## config.mk

```make
export PLATFORM = sky130hd
export DESIGN_NAME = ext_mem_mux_timing
export DESIGN_NICKNAME = d
export VERILOG_FILES = /design/src/rtl/ext_mem_pkg.sv /design/src/rtl/ext_mem_mux_timing.sv
export SDC_FILE = /design/constraint.sdc
export NUM_CORES = 1
export LEC_CHECK = 0
export ABC_AREA = 1
export BUFFER_PORTS_ARGS = -buffer_cell sky130_fd_sc_hd__buf_4
export CELL_PAD_IN_SITES_DETAIL_PLACEMENT = 1
export CELL_PAD_IN_SITES_GLOBAL_PLACEMENT = 2
export CORE_UTILIZATION = 33
export CTS_CLUSTER_DIAMETER = 50
export CTS_CLUSTER_SIZE = 14
export DETAILED_ROUTE_END_ITERATION = 8
export GPL_TIMING_DRIVEN = 0
export PLACE_DENSITY_LB_ADDON = 0.2
export SYNTH_ARGS = -nofsm -noshare
export SYNTH_HDL_FRONTEND = slang
export SYNTH_SLANG_ARGS = --single-unit
```

## constraint.sdc

```tcl
create_clock -name clk_sys -period 4.45 [get_ports clk_sys]
set_input_delay 1.335 -clock clk_sys [delete_from_list [all_inputs] [get_ports clk_sys]]
set_output_delay 1.335 -clock clk_sys [all_outputs]
set_load 0.01 [all_outputs]
```

## src/rtl/ext_mem_pkg.sv

```systemverilog
// constants shared by the multiplexed external memory timing controller
package ext_mem_pkg;
	// timing register location and reset value (slowest settings)
	localparam logic [7:0] EXT_MEMORY_TIMING_ADDR  = 8'haa;
	localparam logic [7:0] EXT_MEMORY_TIMING_RESET = 8'hff;
	// timing register field positions
	localparam int SETUP_MSB  = 7;
	localparam int SETUP_LSB  = 6;
	localparam int WIDTH_MSB  = 5;
	localparam int WIDTH_LSB  = 2;
	localparam int HOLD_MSB   = 1;
	localparam int HOLD_LSB   = 0;
	// interface configuration field positions
	localparam int MODE_MSB   = 4;
	localparam int MODE_LSB   = 2;
	localparam int ALE_MSB    = 1;
	localparam int ALE_LSB    = 0;
	// interface configuration mode codes that reach off-chip memory
	localparam logic [2:0] MODE_SPLIT_NO_BANK = 3'h1;
	localparam logic [2:0] MODE_SPLIT_BANK    = 3'h2;
	localparam logic [2:0] MODE_EXT_ONLY      = 3'h3;
	// fixed overhead cycles added to every off-chip move
	localparam logic [4:0] OVERHEAD_CYCLES    = 5'h4;
	// access sequence phases
	typedef enum logic [2:0] {
		ST_IDLE,
		ST_ALE_HI,
		ST_ALE_LO,
		ST_SETUP,
		ST_STROBE,
		ST_HOLD,
		ST_TAIL
	} phase_e;
endpackage : ext_mem_pkg

```

## src/rtl/ext_mem_mux_timing.sv

```systemverilog
// multiplexed external memory timing controller with its timing register
//
// Contract
// RULE_01: address stands setup-field cycles (0 to 3) before the read or write strobe.
// RULE_02: strobe lasts strobe-width code plus one cycles, one to sixteen.
// RULE_03: address stays driven hold-field cycles (0 to 3) after the strobe ends.
// RULE_04: 16-bit moves use multiplexed timing in modes 001/010/011, driving all sixteen bits.
// RULE_05: 8-bit moves in modes 001/011 drive only the low byte; high pins released.
// RULE_06: 8-bit moves in mode 010 take the high byte from the bank page register.
// RULE_07: after reset setup, width and hold sit at their slowest values.
// RULE_08: latch strobe high while low address shows, then low to freeze latch.
// RULE_09: latch strobe high and low phases each last code plus one cycles.
// RULE_10: each move takes four cycles beyond the sum of programmed timings.
// RULE_11: phases run latch high, latch low, setup, strobe, hold, in whole cycles.
`timescale 1ns/100ps
module ext_mem_mux_timing (
	// clock and reset
	input  wire logic        clk_sys,
	input  wire logic        reset_n,
	// special function register port
	input  wire logic [7:0]  sfr_addr,
	input  wire logic        sfr_wr,
	input  wire logic [7:0]  sfr_wdata,
	output logic      [7:0]  sfr_rdata,
	// configuration owned by the core
	input  wire logic [7:0]  ext_if_config,
	input  wire logic [7:0]  bank_page_register,
	// external move request from the core
	input  wire logic        move_valid,
	input  wire logic        move_write,
	input  wire logic        move_wide,
	input  wire logic [15:0] move_addr,
	input  wire logic [7:0]  move_wdata,
	output logic             move_busy,
	output logic             move_done,
	output logic      [7:0]  move_rdata,
	// external memory pins
	input  wire logic [7:0]  ad_in,
	output logic      [7:0]  ad_out,
	output logic             ad_oe,
	output logic      [7:0]  addr_hi_out,
	output logic             addr_hi_oe,
	output logic             ale_out,
	output logic             rd_out_n,
	output logic             wr_out_n
);

	logic [7:0]           ext_memory_timing_r;
	logic [7:0]           timing_snap_r;
	logic [1:0]           ale_snap_r;
	logic                 write_r;
	logic                 drive_hi_r;
	logic [7:0]           addr_lo_r;
	logic [7:0]           addr_hi_r;
	logic [7:0]           wdata_r;
	ext_mem_pkg::phase_e  state_r;
	ext_mem_pkg::phase_e  state_nxt;
	logic [4:0]           cnt_r;
	logic [4:0]           cnt_nxt;
	logic [2:0]           mode;
	logic                 mode_ok;
	logic                 accept;
	logic                 phase_end;

	// length of a phase in system clock cycles
	function automatic logic [4:0] phase_len(input ext_mem_pkg::phase_e st, input logic [7:0] tim,
		input logic [1:0] ale);
		case (st)
			ext_mem_pkg::ST_ALE_HI:  phase_len = {3'h0, ale} + 5'h1;                          // [RULE_09]
			ext_mem_pkg::ST_ALE_LO:  phase_len = {3'h0, ale} + 5'h1;                          // [RULE_09]
			ext_mem_pkg::ST_SETUP:   phase_len = {3'h0, tim[ext_mem_pkg::SETUP_MSB:ext_mem_pkg::SETUP_LSB]}; // [RULE_01]
			ext_mem_pkg::ST_STROBE:  phase_len = {1'b0, tim[ext_mem_pkg::WIDTH_MSB:ext_mem_pkg::WIDTH_LSB]} + 5'h1; // [RULE_02]
			ext_mem_pkg::ST_HOLD:    phase_len = {3'h0, tim[ext_mem_pkg::HOLD_MSB:ext_mem_pkg::HOLD_LSB]};   // [RULE_03]
			ext_mem_pkg::ST_TAIL:    phase_len = ext_mem_pkg::OVERHEAD_CYCLES;                // [RULE_10]
			default:                 phase_len = 5'h0;
		endcase
	endfunction : phase_len

	// fixed phase order; zero-length setup or hold is skipped
	function automatic ext_mem_pkg::phase_e phase_succ(input ext_mem_pkg::phase_e st);
		case (st)
			ext_mem_pkg::ST_ALE_HI:  phase_succ = ext_mem_pkg::ST_ALE_LO;
			ext_mem_pkg::ST_ALE_LO:  phase_succ = ext_mem_pkg::ST_SETUP;
			ext_mem_pkg::ST_SETUP:   phase_succ = ext_mem_pkg::ST_STROBE;
			ext_mem_pkg::ST_STROBE:  phase_succ = ext_mem_pkg::ST_HOLD;
			ext_mem_pkg::ST_HOLD:    phase_succ = ext_mem_pkg::ST_TAIL;
			default:                 phase_succ = ext_mem_pkg::ST_IDLE;
		endcase
	endfunction : phase_succ

	// only modes that reach off-chip memory start an access
	assign mode      = ext_if_config[ext_mem_pkg::MODE_MSB:ext_mem_pkg::MODE_LSB];
	assign mode_ok   = (mode == ext_mem_pkg::MODE_SPLIT_NO_BANK) || (mode == ext_mem_pkg::MODE_SPLIT_BANK) ||
		(mode == ext_mem_pkg::MODE_EXT_ONLY);                                                 // [RULE_04]
	assign accept    = (state_r == ext_mem_pkg::ST_IDLE) && move_valid && mode_ok;
	assign phase_end = (state_r != ext_mem_pkg::ST_IDLE) && (cnt_r == 5'h1);

	// sequencer next state: latch high, latch low, setup, strobe, hold, tail
	always_comb begin
		ext_mem_pkg::phase_e succ;
		succ      = ext_mem_pkg::ST_IDLE;
		state_nxt = state_r;
		cnt_nxt   = cnt_r;
		if (accept) begin
			state_nxt = ext_mem_pkg::ST_ALE_HI;                                                   // [RULE_11]
			cnt_nxt   = phase_len(ext_mem_pkg::ST_ALE_HI, ext_memory_timing_r,
				ext_if_config[ext_mem_pkg::ALE_MSB:ext_mem_pkg::ALE_LSB]);
		end else if (phase_end) begin
			succ = phase_succ(state_r);                                                          // [RULE_11]
			if ((succ != ext_mem_pkg::ST_IDLE) && (phase_len(succ, timing_snap_r, ale_snap_r) == 5'h0)) begin
				succ = phase_succ(succ);
			end
			state_nxt = succ;
			cnt_nxt   = phase_len(succ, timing_snap_r, ale_snap_r);
		end else if (state_r != ext_mem_pkg::ST_IDLE) begin
			cnt_nxt = cnt_r - 5'h1;
		end
	end

	// sequencer registers
	always_ff @(posedge clk_sys or negedge reset_n) begin
		if (!reset_n) begin
			state_r <= ext_mem_pkg::ST_IDLE;
			cnt_r   <= 5'h0;
		end else begin
			state_r <= state_nxt;
			cnt_r   <= cnt_nxt;
		end
	end

	// timing register, written through the sfr port
	always_ff @(posedge clk_sys or negedge reset_n) begin
		if (!reset_n) begin
			ext_memory_timing_r <= ext_mem_pkg::EXT_MEMORY_TIMING_RESET;                          // [RULE_07]
		end else if (sfr_wr && (sfr_addr == ext_mem_pkg::EXT_MEMORY_TIMING_ADDR)) begin
			ext_memory_timing_r <= sfr_wdata;
		end
	end

	// registered read; other addresses belong to other blocks and read zero here
	always_ff @(posedge clk_sys or negedge reset_n) begin
		if (!reset_n) begin
			sfr_rdata <= 8'h00;
		end else begin
			sfr_rdata <= (sfr_addr == ext_mem_pkg::EXT_MEMORY_TIMING_ADDR) ? ext_memory_timing_r : 8'h00;
		end
	end

	// snapshot of settings and request so a mid-access write cannot tear the waveform
	always_ff @(posedge clk_sys or negedge reset_n) begin
		if (!reset_n) begin
			timing_snap_r <= ext_mem_pkg::EXT_MEMORY_TIMING_RESET;
			ale_snap_r    <= 2'h0;
			write_r       <= 1'b0;
			drive_hi_r    <= 1'b0;
			addr_lo_r     <= 8'h00;
			addr_hi_r     <= 8'h00;
			wdata_r       <= 8'h00;
		end else if (accept) begin
			timing_snap_r <= ext_memory_timing_r;
			ale_snap_r    <= ext_if_config[ext_mem_pkg::ALE_MSB:ext_mem_pkg::ALE_LSB];
			write_r       <= move_write;
			addr_lo_r     <= move_addr[7:0];
			wdata_r       <= move_wdata;
			if (move_wide) begin
				drive_hi_r <= 1'b1;                                                                  // [RULE_04]
				addr_hi_r  <= move_addr[15:8];
			end else if (mode == ext_mem_pkg::MODE_SPLIT_BANK) begin
				drive_hi_r <= 1'b1;                                                                  // [RULE_06]
				addr_hi_r  <= bank_page_register;
			end else begin
				drive_hi_r <= 1'b0;                                                                  // [RULE_05]
				addr_hi_r  <= 8'h00;
			end
		end
	end

	// latch strobe and low address/data bus, registered from the next phase
	always_ff @(posedge clk_sys or negedge reset_n) begin
		if (!reset_n) begin
			ale_out <= 1'b0;
			ad_out  <= 8'h00;
			ad_oe   <= 1'b0;
		end else begin
			ale_out <= (state_nxt == ext_mem_pkg::ST_ALE_HI);                                     // [RULE_08]
			if ((state_nxt == ext_mem_pkg::ST_ALE_HI) || (state_nxt == ext_mem_pkg::ST_ALE_LO)) begin
				ad_out <= accept ? move_addr[7:0] : addr_lo_r;                                       // [RULE_08]
				ad_oe  <= 1'b1;
			end else if (write_r && ((state_nxt == ext_mem_pkg::ST_SETUP) ||
				(state_nxt == ext_mem_pkg::ST_STROBE) || (state_nxt == ext_mem_pkg::ST_HOLD))) begin
				ad_out <= wdata_r;                                                                   // [RULE_01]
				ad_oe  <= 1'b1;
			end else begin
				ad_out <= 8'h00;
				ad_oe  <= 1'b0;
			end
		end
	end

	// upper address pins: driven from latch phase until hold ends, else left to port latches
	always_ff @(posedge clk_sys or negedge reset_n) begin
		if (!reset_n) begin
			addr_hi_out <= 8'h00;
			addr_hi_oe  <= 1'b0;
		end else if (accept) begin
			addr_hi_out <= move_wide ? move_addr[15:8] :
				((mode == ext_mem_pkg::MODE_SPLIT_BANK) ? bank_page_register : 8'h00);            // [RULE_06]
			addr_hi_oe  <= move_wide || (mode == ext_mem_pkg::MODE_SPLIT_BANK);                   // [RULE_05]
		end else if ((state_nxt == ext_mem_pkg::ST_TAIL) || (state_nxt == ext_mem_pkg::ST_IDLE)) begin
			addr_hi_out <= 8'h00;
			addr_hi_oe  <= 1'b0;                                                                 // [RULE_03]
		end else begin
			addr_hi_out <= addr_hi_r;
			addr_hi_oe  <= drive_hi_r;
		end
	end

	// read and write strobes, active low, only inside the strobe phase
	always_ff @(posedge clk_sys or negedge reset_n) begin
		if (!reset_n) begin
			rd_out_n <= 1'b1;
			wr_out_n <= 1'b1;
		end else begin
			rd_out_n <= !((state_nxt == ext_mem_pkg::ST_STROBE) && !write_r);                     // [RULE_02]
			wr_out_n <= !((state_nxt == ext_mem_pkg::ST_STROBE) && write_r);                      // [RULE_02]
		end
	end

	// core handshake; read data sampled on the last strobe cycle while the memory still drives
	always_ff @(posedge clk_sys or negedge reset_n) begin
		if (!reset_n) begin
			move_busy  <= 1'b0;
			move_done  <= 1'b0;
			move_rdata <= 8'h00;
		end else begin
			move_busy <= (state_nxt != ext_mem_pkg::ST_IDLE);                                     // [RULE_10]
			move_done <= phase_end && (state_r == ext_mem_pkg::ST_TAIL);                          // [RULE_10]
			if (phase_end && (state_r == ext_mem_pkg::ST_STROBE) && !write_r) begin
				move_rdata <= ad_in;
			end
		end
	end

endmodule : ext_mem_mux_timing

```

== Yosys cells after proc, flatten, opt, wreduce, memory -nomap -nowiden ==
Cells that the tools add are included.

* Logic and storage cells: 114
* Input port bits: 70
* Memories: 0
* Latch bits: 0
* Bits in writable memories: 0
* Flip-flop bits (word level): 91
* Memory bits (read-only): 0

* Div/mod/pow operators: 0
* Equal/unequal tests: 29
* Multiplexer cells: 30
* Shift operators: 0
* Bitwise logic cells: 0
* $mul: 0
* Add/subtract/negate cells: 4
* Order comparisons: 0
* Reductions and logical operators: 30

{| class="wikitable"
|+ Operator list
! cell !! count
|-
| $mux 8 || 8
|-
| $pmux 5 s5 || 2
|-
| $eq 3x3->1 const B || 12
|-
| $eq 3x2->1 const B || 10
|-
| $pmux 3 s5 || 2
|-
| $mux 5 || 5
|-
| $mux 3 || 7
|-
| $eq 3x1->1 const B || 5
|-
| $reduce_bool 3->1 || 4
|-
| $logic_and 1x1->1 || 11
|-
| $eq 8x8->1 const B || 1
|-
| $logic_or 1x1->1 || 7
|-
| $add 2x1->3 const B || 2
|-
| $logic_not 3->1 || 2
|-
| $mux 1 || 6
|-
| $add 4x1->5 const B || 1
|-
| $eq 5x1->1 const B || 1
|-
| $logic_not 5->1 || 1
|-
| $sub 5x1->5 const B || 1
|-
| $reduce_or 2->1 || 2
|-
| $logic_not 1->1 || 3
|}

== Depth between registers and ports, before layout ==
Gate-level depths: netlist (run 1).

* Word-level depth: 23
* Gate-level depth with buffers: 17
* Gate-level depth less buffers: 17

== Worst setup path before layout (run 1) ==
No wires, ideal clock.

* Path kind: input to register
* Start point: input port move_valid
* End point: register write_r
* Setup slack: 2022 ps
* Stages on the path: 7
* Setup time: 133 ps
* Arrival: 2295 ps
* Buffers on the path: 2
* Cell sequence: inv_1 -> nor3_1 -> nand2_1 -> inv_1 -> buf_2 -> clkbuf_1 -> o21ai_0

* Word-level cells in the longest chain between the ends: 2

{| class="wikitable"
|+ Ends and longest elaborated chain
! element !! RTL line !! text
|-
| start: declaration || ext_mem_mux_timing.sv:29 || <nowiki>input wire logic move_valid,</nowiki>
|-
| $logic_and 1x1->1 (2 in a row) || ext_mem_mux_timing.sv:95 || <nowiki>assign accept = (state_r == ext_mem_pkg::ST_IDLE) && move_valid && mode_ok;</nowiki>
|-
| end signal: assignment || ext_mem_mux_timing.sv:162 || <nowiki>write_r <= move_write;</nowiki>
|-
| end: declaration || ext_mem_mux_timing.sv:51 || <nowiki>logic write_r;</nowiki>
|}

No other way between the ends.
A chain may end at the register's enable or synchronous reset.

== Worst setup path in the final report (run 1) ==
* Start point: input port ext_if_config[4]
* End point: register write_r

* Word-level cells in the longest chain between the ends: 4
* Elaborated cells between the ends (all ways): 6

{| class="wikitable"
|+ Ends and longest elaborated chain
! element !! RTL line !! text
|-
| start: declaration || ext_mem_mux_timing.sv:26 || <nowiki>input wire logic [7:0] ext_if_config,</nowiki>
|-
| $eq 3x1->1 / $eq 3x2->1 (equally long branches) || ext_mem_mux_timing.sv:93 || <nowiki>assign mode_ok = (mode == ext_mem_pkg::MODE_SPLIT_NO_BANK) || (mode == ext_mem_pkg::MODE_SPLIT_BANK) ||</nowiki>
|-
| $logic_or 1x1->1 || ext_mem_mux_timing.sv:93 ||
|-
| $logic_or 1x1->1 (*) || ext_mem_mux_timing.sv:93 ||
|-
| $logic_and 1x1->1 (*) || ext_mem_mux_timing.sv:95 ||
|}

Mark *: on every way between the ends. The rest lies on a longest branch, timed or not.

==> run metrics, run 1 <==
initial antenna violation count 0; PnR Total Power 3.43 mW; CTS Buf Count 9; final estimated routing congestion in global placement 0.771; CP Max Fanout 10; Lkg Pwr 2.84 nW; Worst path slowest cell clkbuf_1; wire length of the first global-routing pass 17.9 mm; # diodes 0; Iter 0 DRT Violations 63; Clock power frac 0.217; top post-synthesis cells by area dfrtp_1 45%, nand2_1 13%, dfstp_2 12%; Seq/Total Area, Yosys 0.566; Worst setup EP type register; Max rail drop VDD 0.236 mV; setup repair after global routing missed its margin false; mux cell area share after synthesis 0.0222; worst reg2reg path depth 13; Netlist cell types 34; drt drc 0; Synth Area in Compound Gates 0.0898; crit path launch type input pin; Synth Area in Adders 0.0154; Synth Cell Area 4070 um^2; Max Root-Sink Buffers 2; final net count 651; final worst slack 1.58 ns; Resized Gates After CTS 0; detailed-route via count 3,430; Synth Area in Simple Gates 0.247; DP Wirelength 7.67 mm; vias in the first global route 3,677; TritonCTS clock tree done; H-tree depth 3; ys flop type dfrtp_1; setup_tns 0 ns; all-layer global routing usage 0.181; EDFF count, synth 0; Worst Path Arrival 3.08 ns; Hold-fix buffers, CTS 0; share of total power in combinational logic 0.402; Critical R2R Launch timing_snap_r[2]$_DFFE_PN1P_; CP peak stage delay 0.48 ns; P_sw 1.35 mW; Fill cells 1,426; Post-synth ARST share 1.00; count leader, synth nand2_1; fin crit share 0.646; hold path start write_r$_DFFE_PN0P_; Die Y 113 um; area leader, netlist dfrtp_1; Mean Syn Cell Area 8.82 um^2; gr ovfl total 0; worst skew pair latency 0.34 ns; design area 5320 um^2; hold path cells 1; fin. max-slew vios 0; worst path required time 4.65 ns; die width 113 um; Core Region 12,000 um^2; Vias/cell 4.71; I/O pin count 109; CTS root buf clkbuf_16; Synth top cells by count 144 x nand2_1, 73 x dfrtp_1, 44 x inv_1; First-pass DRT Iterations 4; CTS sink cnt 91; worst min path class register to register; Post-Synth XOR/XNOR Area 0.00215; Synth Instances 461; largest net degree at the start of global routing 92; Final ANT Viol Nets 0; Worst Clk Skew 0.00631 ns; Setup WS pre-CTS 1.12 ns; die area 12,800 um^2; WL final 10.5 mm; Hold Path Sink wr_out_n$_DFF_PN1_; switch share 0.394; worst-margin pin slew 1.21 ns; final hold vios 0; Achievable Freq 0.348 GHz; clk slew on worst S/H paths 0.07 ns; crit-path cells buf_4 > nor3_1 > nand2_1 > inv_1 > buf_2 > clkbuf_1 > o21ai_0; kind of critical path input pin to register; Max Cap Viol 0; # rows 40; Reg power frac 0.381; I/O Buffers 104; R2R setup slack 2.11 ns; fin crit period 2.87 ns; Initial Utilization 0.339; final setup violation count 0; Power Dens Cells 645 nW/um^2; share of the synthesized area in the top cell type 0.449; dpl cell area 5030 um^2; Slew headroom 0.189; status complete, no violations; r2r endpoint addr_hi_out[4]$_DFF_PN0_; syn nets 536; YS warnings 0; #FFs+latches synth 91; Post-CTS Setup Inserts 0; Area Growth Syn to Fin 30.8%; internal power 2.08 mW; Wirelength per Cell 14.5 um; largest family of logic cells by synthesized area simple AND/OR/NAND/NOR gates; layout cells sized above 1 0.305
[worst max-delay path, delay by kind of cell]
family                 cells  cell delay (ns)
AO/OA/AOI/OAI              1             0.15
buffers and inverters      4             0.92
AND/OR/NAND/NOR            2             0.67
[cell usage in the layout, fill, tap and decap left out, types with 5 or more instances in the layout]
cell	instances
clkbuf_1	5
mux2_2	8
nand3_1	21
inv_2	8
a21oi_1	23
inv_1	44
o21ai_0	24
o21ai_1	7
ha_1	5
nand2_2	9
dfrtp_1	73
dfstp_2	18
buf_4	104
nand2_1	144
nor2_1	36
clkbuf_16	9
[cells by family after synthesis]
kind of cell / count (synthesis)
buf+inv: 62
xor+xnor: 1
fa+ha+maj: 5
compound gates: 65
simple gates: 229
mux: 8
flops: 91
[per-layer routing]
layer	up-vias	global-route usage	share of wire	wire length (um)
met4	0	0.0833	0.018	194
met1	1669	0.228	0.45	4740
met5	-	0	0	0
met3	13	0.0396	0.043	455
li1	1689	-	-	-
met2	59	0.297	0.49	5130
[worst max path at each step]
stage,startpoint,end,slack (ns),cells after the start
floorplan,move_valid,write_r$_DFFE_PN0P_,2.02,7
global placement,ext_if_config[4],write_r$_DFFE_PN0P_,1.16,7
detailed placement,ext_if_config[4],write_r$_DFFE_PN0P_,1.12,7
CTS,ext_if_config[4],write_r$_DFFE_PN0P_,1.49,7
global route,move_valid,write_r$_DFFE_PN0P_,1.36,8
finish,ext_if_config[4],write_r$_DFFE_PN0P_,1.58,7
[layout make-up]
| class | instances | area [um^2] | share of cell area |
|---|---|---|---|
| multi-input cells | 308 | 1530 | 0.288 |
| inverters | 52 | 195 | 0.0367 |
| clock inverters | 5 | 36.3 | 0.00682 |
| repair buffers | 104 | 781 | 0.147 |
| flip-flops and latches | 91 | 2300 | 0.432 |
| well taps | 147 | 184 | 0.0346 |
| clock buffers | 11 | 253 | 0.0475 |
| plain buffers | 10 | 41.3 | 0.00776 |
[flip-flops by register name, summed over array words and instances (netlist names), 2 cells and up]
| signal | flops |
|---|---|
| ad_out | 8 |
| addr_hi_out | 8 |
| wdata_r | 8 |
| addr_hi_r | 8 |
| cnt_r | 5 |
| addr_lo_r | 8 |
| state_r | 3 |
| ext_memory_timing_r | 8 |
| move_rdata | 8 |
| ale_snap_r | 2 |
| timing_snap_r | 8 |
| sfr_rdata | 8 |
[metrics by stage]
step | cells | util | hold slack (ns)
5_1_grt | 728 | 0.443 | 0.472
3_3_place_gp | 712 | 0.419 | 0.411
2_1_floorplan | 461 | - | 0.399
4_1_cts | 728 | 0.443 | 0.439
3_5_place_dp | 712 | 0.419 | 0.430
6_report | 728 | 0.443 | 0.427
[power groups by stage]
stage          sequential, mW  combinational, mW  clock [mW]
3_5_place_dp             1.32               1.40           0
2_1_floorplan            1.33              0.898           0
6_report                 1.31               1.38       0.744
3_3_place_gp             1.31               1.37           0
4_1_cts                  1.31               1.41       0.763
5_1_grt                  1.35               1.57       0.801
Note: power is estimated with default switching activity, not from simulation.
==> inputs of run 2 (changes only) <==
--- a/config.mk
+++ b/config.mk
@@ -5,11 +5,11 @@
 export SDC_FILE = /design/constraint.sdc
 export NUM_CORES = 1
 export LEC_CHECK = 0
-export ABC_AREA = 1
+export ABC_AREA = 0
 export BUFFER_PORTS_ARGS = -buffer_cell sky130_fd_sc_hd__buf_4
 export CELL_PAD_IN_SITES_DETAIL_PLACEMENT = 1
 export CELL_PAD_IN_SITES_GLOBAL_PLACEMENT = 2
-export CORE_UTILIZATION = 33
+export CORE_UTILIZATION = 31
 export CTS_CLUSTER_DIAMETER = 50
 export CTS_CLUSTER_SIZE = 14
 export DETAILED_ROUTE_END_ITERATION = 8
==> constraint.sdc (replaced) <==
create_clock -name clk_sys -period 2.4 [get_ports clk_sys]
set_input_delay 0.72 -clock clk_sys [delete_from_list [all_inputs] [get_ports clk_sys]]
set_output_delay 0.72 -clock clk_sys [all_outputs]
set_load 0.01 [all_outputs]
==> run metrics, run 2 <==
die width 117 um; #FFs+latches synth 91; Synth Area in Compound Gates 0.128; share of the synthesized area in the top cell type 0.449; final hold vios 0; Worst Path Arrival 2.53 ns; Placed Cells 593; worst path required time 2.62 ns; final std cells w/o fill 624; final estimated routing congestion in global placement 0.804; fin crit period 2.30 ns; Critical R2R Launch cnt_r[1]$_DFFE_PN0P_; Lkg Pwr 2.52 nW; Vias/cell 4.77; YS warnings 0; Area Growth Syn to Fin 36.3%; Post-synth ARST share 1.00; Worst setup EP type register; PnR Total Power 6.68 mW; DP Wirelength 7.13 mm; crit path launch type register; count leader, synth dfrtp_1; wire length of the first global-routing pass 16.0 mm; Final ANT Viol Nets 0; Core Region 12,700 um^2; Synth top cells by count 73 x dfrtp_1, 42 x mux2_2, 23 x nor2_1; Synth Area in Adders 0.0154; worst skew pair latency 0.34 ns; initial antenna violation count 0; setup repair after global routing missed its margin false; syn nets 392; Initial Utilization 0.320; final setup violation count 0; Mean Syn Cell Area 12.8 um^2; CP Max Fanout 8; largest net degree at the start of global routing 92; Fill cells 1,408; worst-margin pin slew 1.14 ns; Synth Area in Simple Gates 0.133; Max rail drop VDD 0.533 mV; die area 13,600 um^2; clk slew on worst S/H paths 0.06 ns; H-tree depth 3; TritonCTS clock tree done; CTS sink cnt 91; Hold Path Sink ad_out[3]$_DFF_PN0_; Synth Instances 317; Achievable Freq 0.434 GHz; drt drc 0; I/O Buffers 104; Netlist cell types 62; most frequent cells in the layout 122 x buf_4, 73 x dfrtp_1, 42 x mux2_2; setup_tns 0 ns; most common cell after layout, fill and taps aside buf_4; # diodes 0; worst reg2reg path depth 9; fin. max-slew vios 0; Max Cap Viol 0; top post-synthesis cells by area dfrtp_1 45%, dfstp_2 12%, mux2_2 12%; Die Y 117 um; Seq/Total Area, Yosys 0.565; detailed-route via count 2,979; gr ovfl total 0; kind of critical path register to register; Power Dens Cells 1200 nW/um^2; fin crit share 0.960; Synth Cell Area 4070 um^2; # rows 41; area leader, netlist dfrtp_1; EDFF count, synth 0; Slew headroom 0.238; all-layer global routing usage 0.158; CTS root buf clkbuf_16; ys flop type dfrtp_1; WL final 9.97 mm; worst min path class register to register; Max Root-Sink Buffers 2; hold path cells 1; First-pass DRT Iterations 3; status complete, no violations; r2r endpoint ad_out[2]$_DFF_PN0_; Wirelength per Cell 16.0 um; Hold-fix buffers, CTS 0; layout cells sized above 1 0.509; Post-Synth XOR/XNOR Area 0.0132; I/O pin count 109; hold path start wdata_r[3]$_DFFE_PN0P_; final net count 522; CTS Buf Count 9; mux cell area share after synthesis 0.124; vias in the first global route 3,158; R2R setup slack 0.1 ns; largest family of logic cells by synthesized area simple AND/OR/NAND/NOR gates; Iter 0 DRT Violations 95; Worst Clk Skew 0.0101 ns
## run 2: cell types whose count changed in the layout (fill, tap and decap cells not counted), moves of 13 or more
| cell | before | now |
|---|---|---|
| nand2_1 | 144 | 13 |
| inv_1 | 44 | 5 |
| mux2_2 | 8 | 42 |
| buf_4 | 104 | 122 |
| nand3_1 | 21 | 3 |
| nor2_1 | 36 | 21 |
| o21ai_0 | 24 | 11 |
## run 2: kinds of logic (layout without fill, tap and decap cells)
group | Yosys count | count (layout)
AOI/OAI and AO/OA | 65 | 65
xor gates and xnor gates | 4 | 4
adders and majority gates | 5 | 5
buffers and inverters | 20 | 155
DFF | 91 | 91
muxes | 45 | 45
and+or+nand+nor | 87 | 87
## run 2: stage by stage
stage | setup WS (ns) | area [um^2] | util | hold slack [ns]
3_3_place_gp | -0.385 | 5070 | 0.398 | 0.474
5_1_grt | 0.00138 | 5550 | 0.436 | 0.519
6_report | 0.0954 | 5550 | 0.436 | 0.498
2_1_floorplan | 0.0744 | 4070 | - | 0.424
3_5_place_dp | -0.392 | 5070 | 0.398 | 0.486
4_1_cts | 0.00459 | 5430 | 0.427 | 0.504
## run 2: worst max-delay path, stage by stage (launching register included)
cell,delay (ns)
dfrtp_1,0.40
inv_2,0.09
ha_4,0.13
or4b_4,0.54
nor2_8,0.16
o31ai_2,0.09
a21oi_4,0.21
nor2_8,0.09
xnor2_4,0.18
a32o_1,0.28
## run 2: timing repair
action / CTS / global route
endpoints found under the setup margin: 36 / 24
gates resized for setup: 8 / 11
pin swaps: 4 / 7
buffers inserted: 6 / 9
## run 2: worst max-delay path by stage
stage                          from                        end  slack [ns]  cells past startpoint
2_1_floorplan      ext_if_config[3]        ad_out[0]$_DFF_PN0_        0.07                      6
3_3_place_gp       ext_if_config[4]  ale_snap_r[1]$_DFFE_PN0P_       -0.39                      6
3_5_place_dp       ext_if_config[4]     wdata_r[7]$_DFFE_PN0P_       -0.39                      6
4_1_cts        cnt_r[1]$_DFFE_PN0P_        ad_out[6]$_DFF_PN0_       0.005                     11
5_1_grt        cnt_r[1]$_DFFE_PN0P_        ad_out[3]$_DFF_PN0_       0.001                      9
6_report       cnt_r[1]$_DFFE_PN0P_        ad_out[2]$_DFF_PN0_         0.1                      9
## run 2: power by group
part | total, mW | internal, mW | switching [mW]
Sequential | 2.41 | 2.12 | 0.296
Combinational | 2.88 | 1.44 | 1.44
Clock | 1.38 | 0.808 | 0.574
## run 2: area by class of cell
| class | count | area [um^2] | share of cell area |
|---|---|---|---|
| plain buffers | 13 | 76.3 | 0.0138 |
| multi-input cells | 206 | 1740 | 0.314 |
| flip-flops and latches | 91 | 2300 | 0.414 |
| well taps | 172 | 215 | 0.0388 |
| clock buffers | 12 | 236 | 0.0426 |
| inverters | 7 | 28.8 | 0.00519 |
| clock inverters | 4 | 51.3 | 0.00924 |
| repair buffers | 119 | 901 | 0.162 |
## run 2: metal layers
| metal | vias to the layer above | routed length (um) | GRT usage |
|---|---|---|---|
| li1 | 1413 | - | - |
| met1 | 1510 | 4450 | 0.200 |
| met5 | - | 0 | 0 |
| met4 | 0 | 138 | 0.0608 |
| met2 | 46 | 4990 | 0.260 |
| met3 | 10 | 387 | 0.0405 |
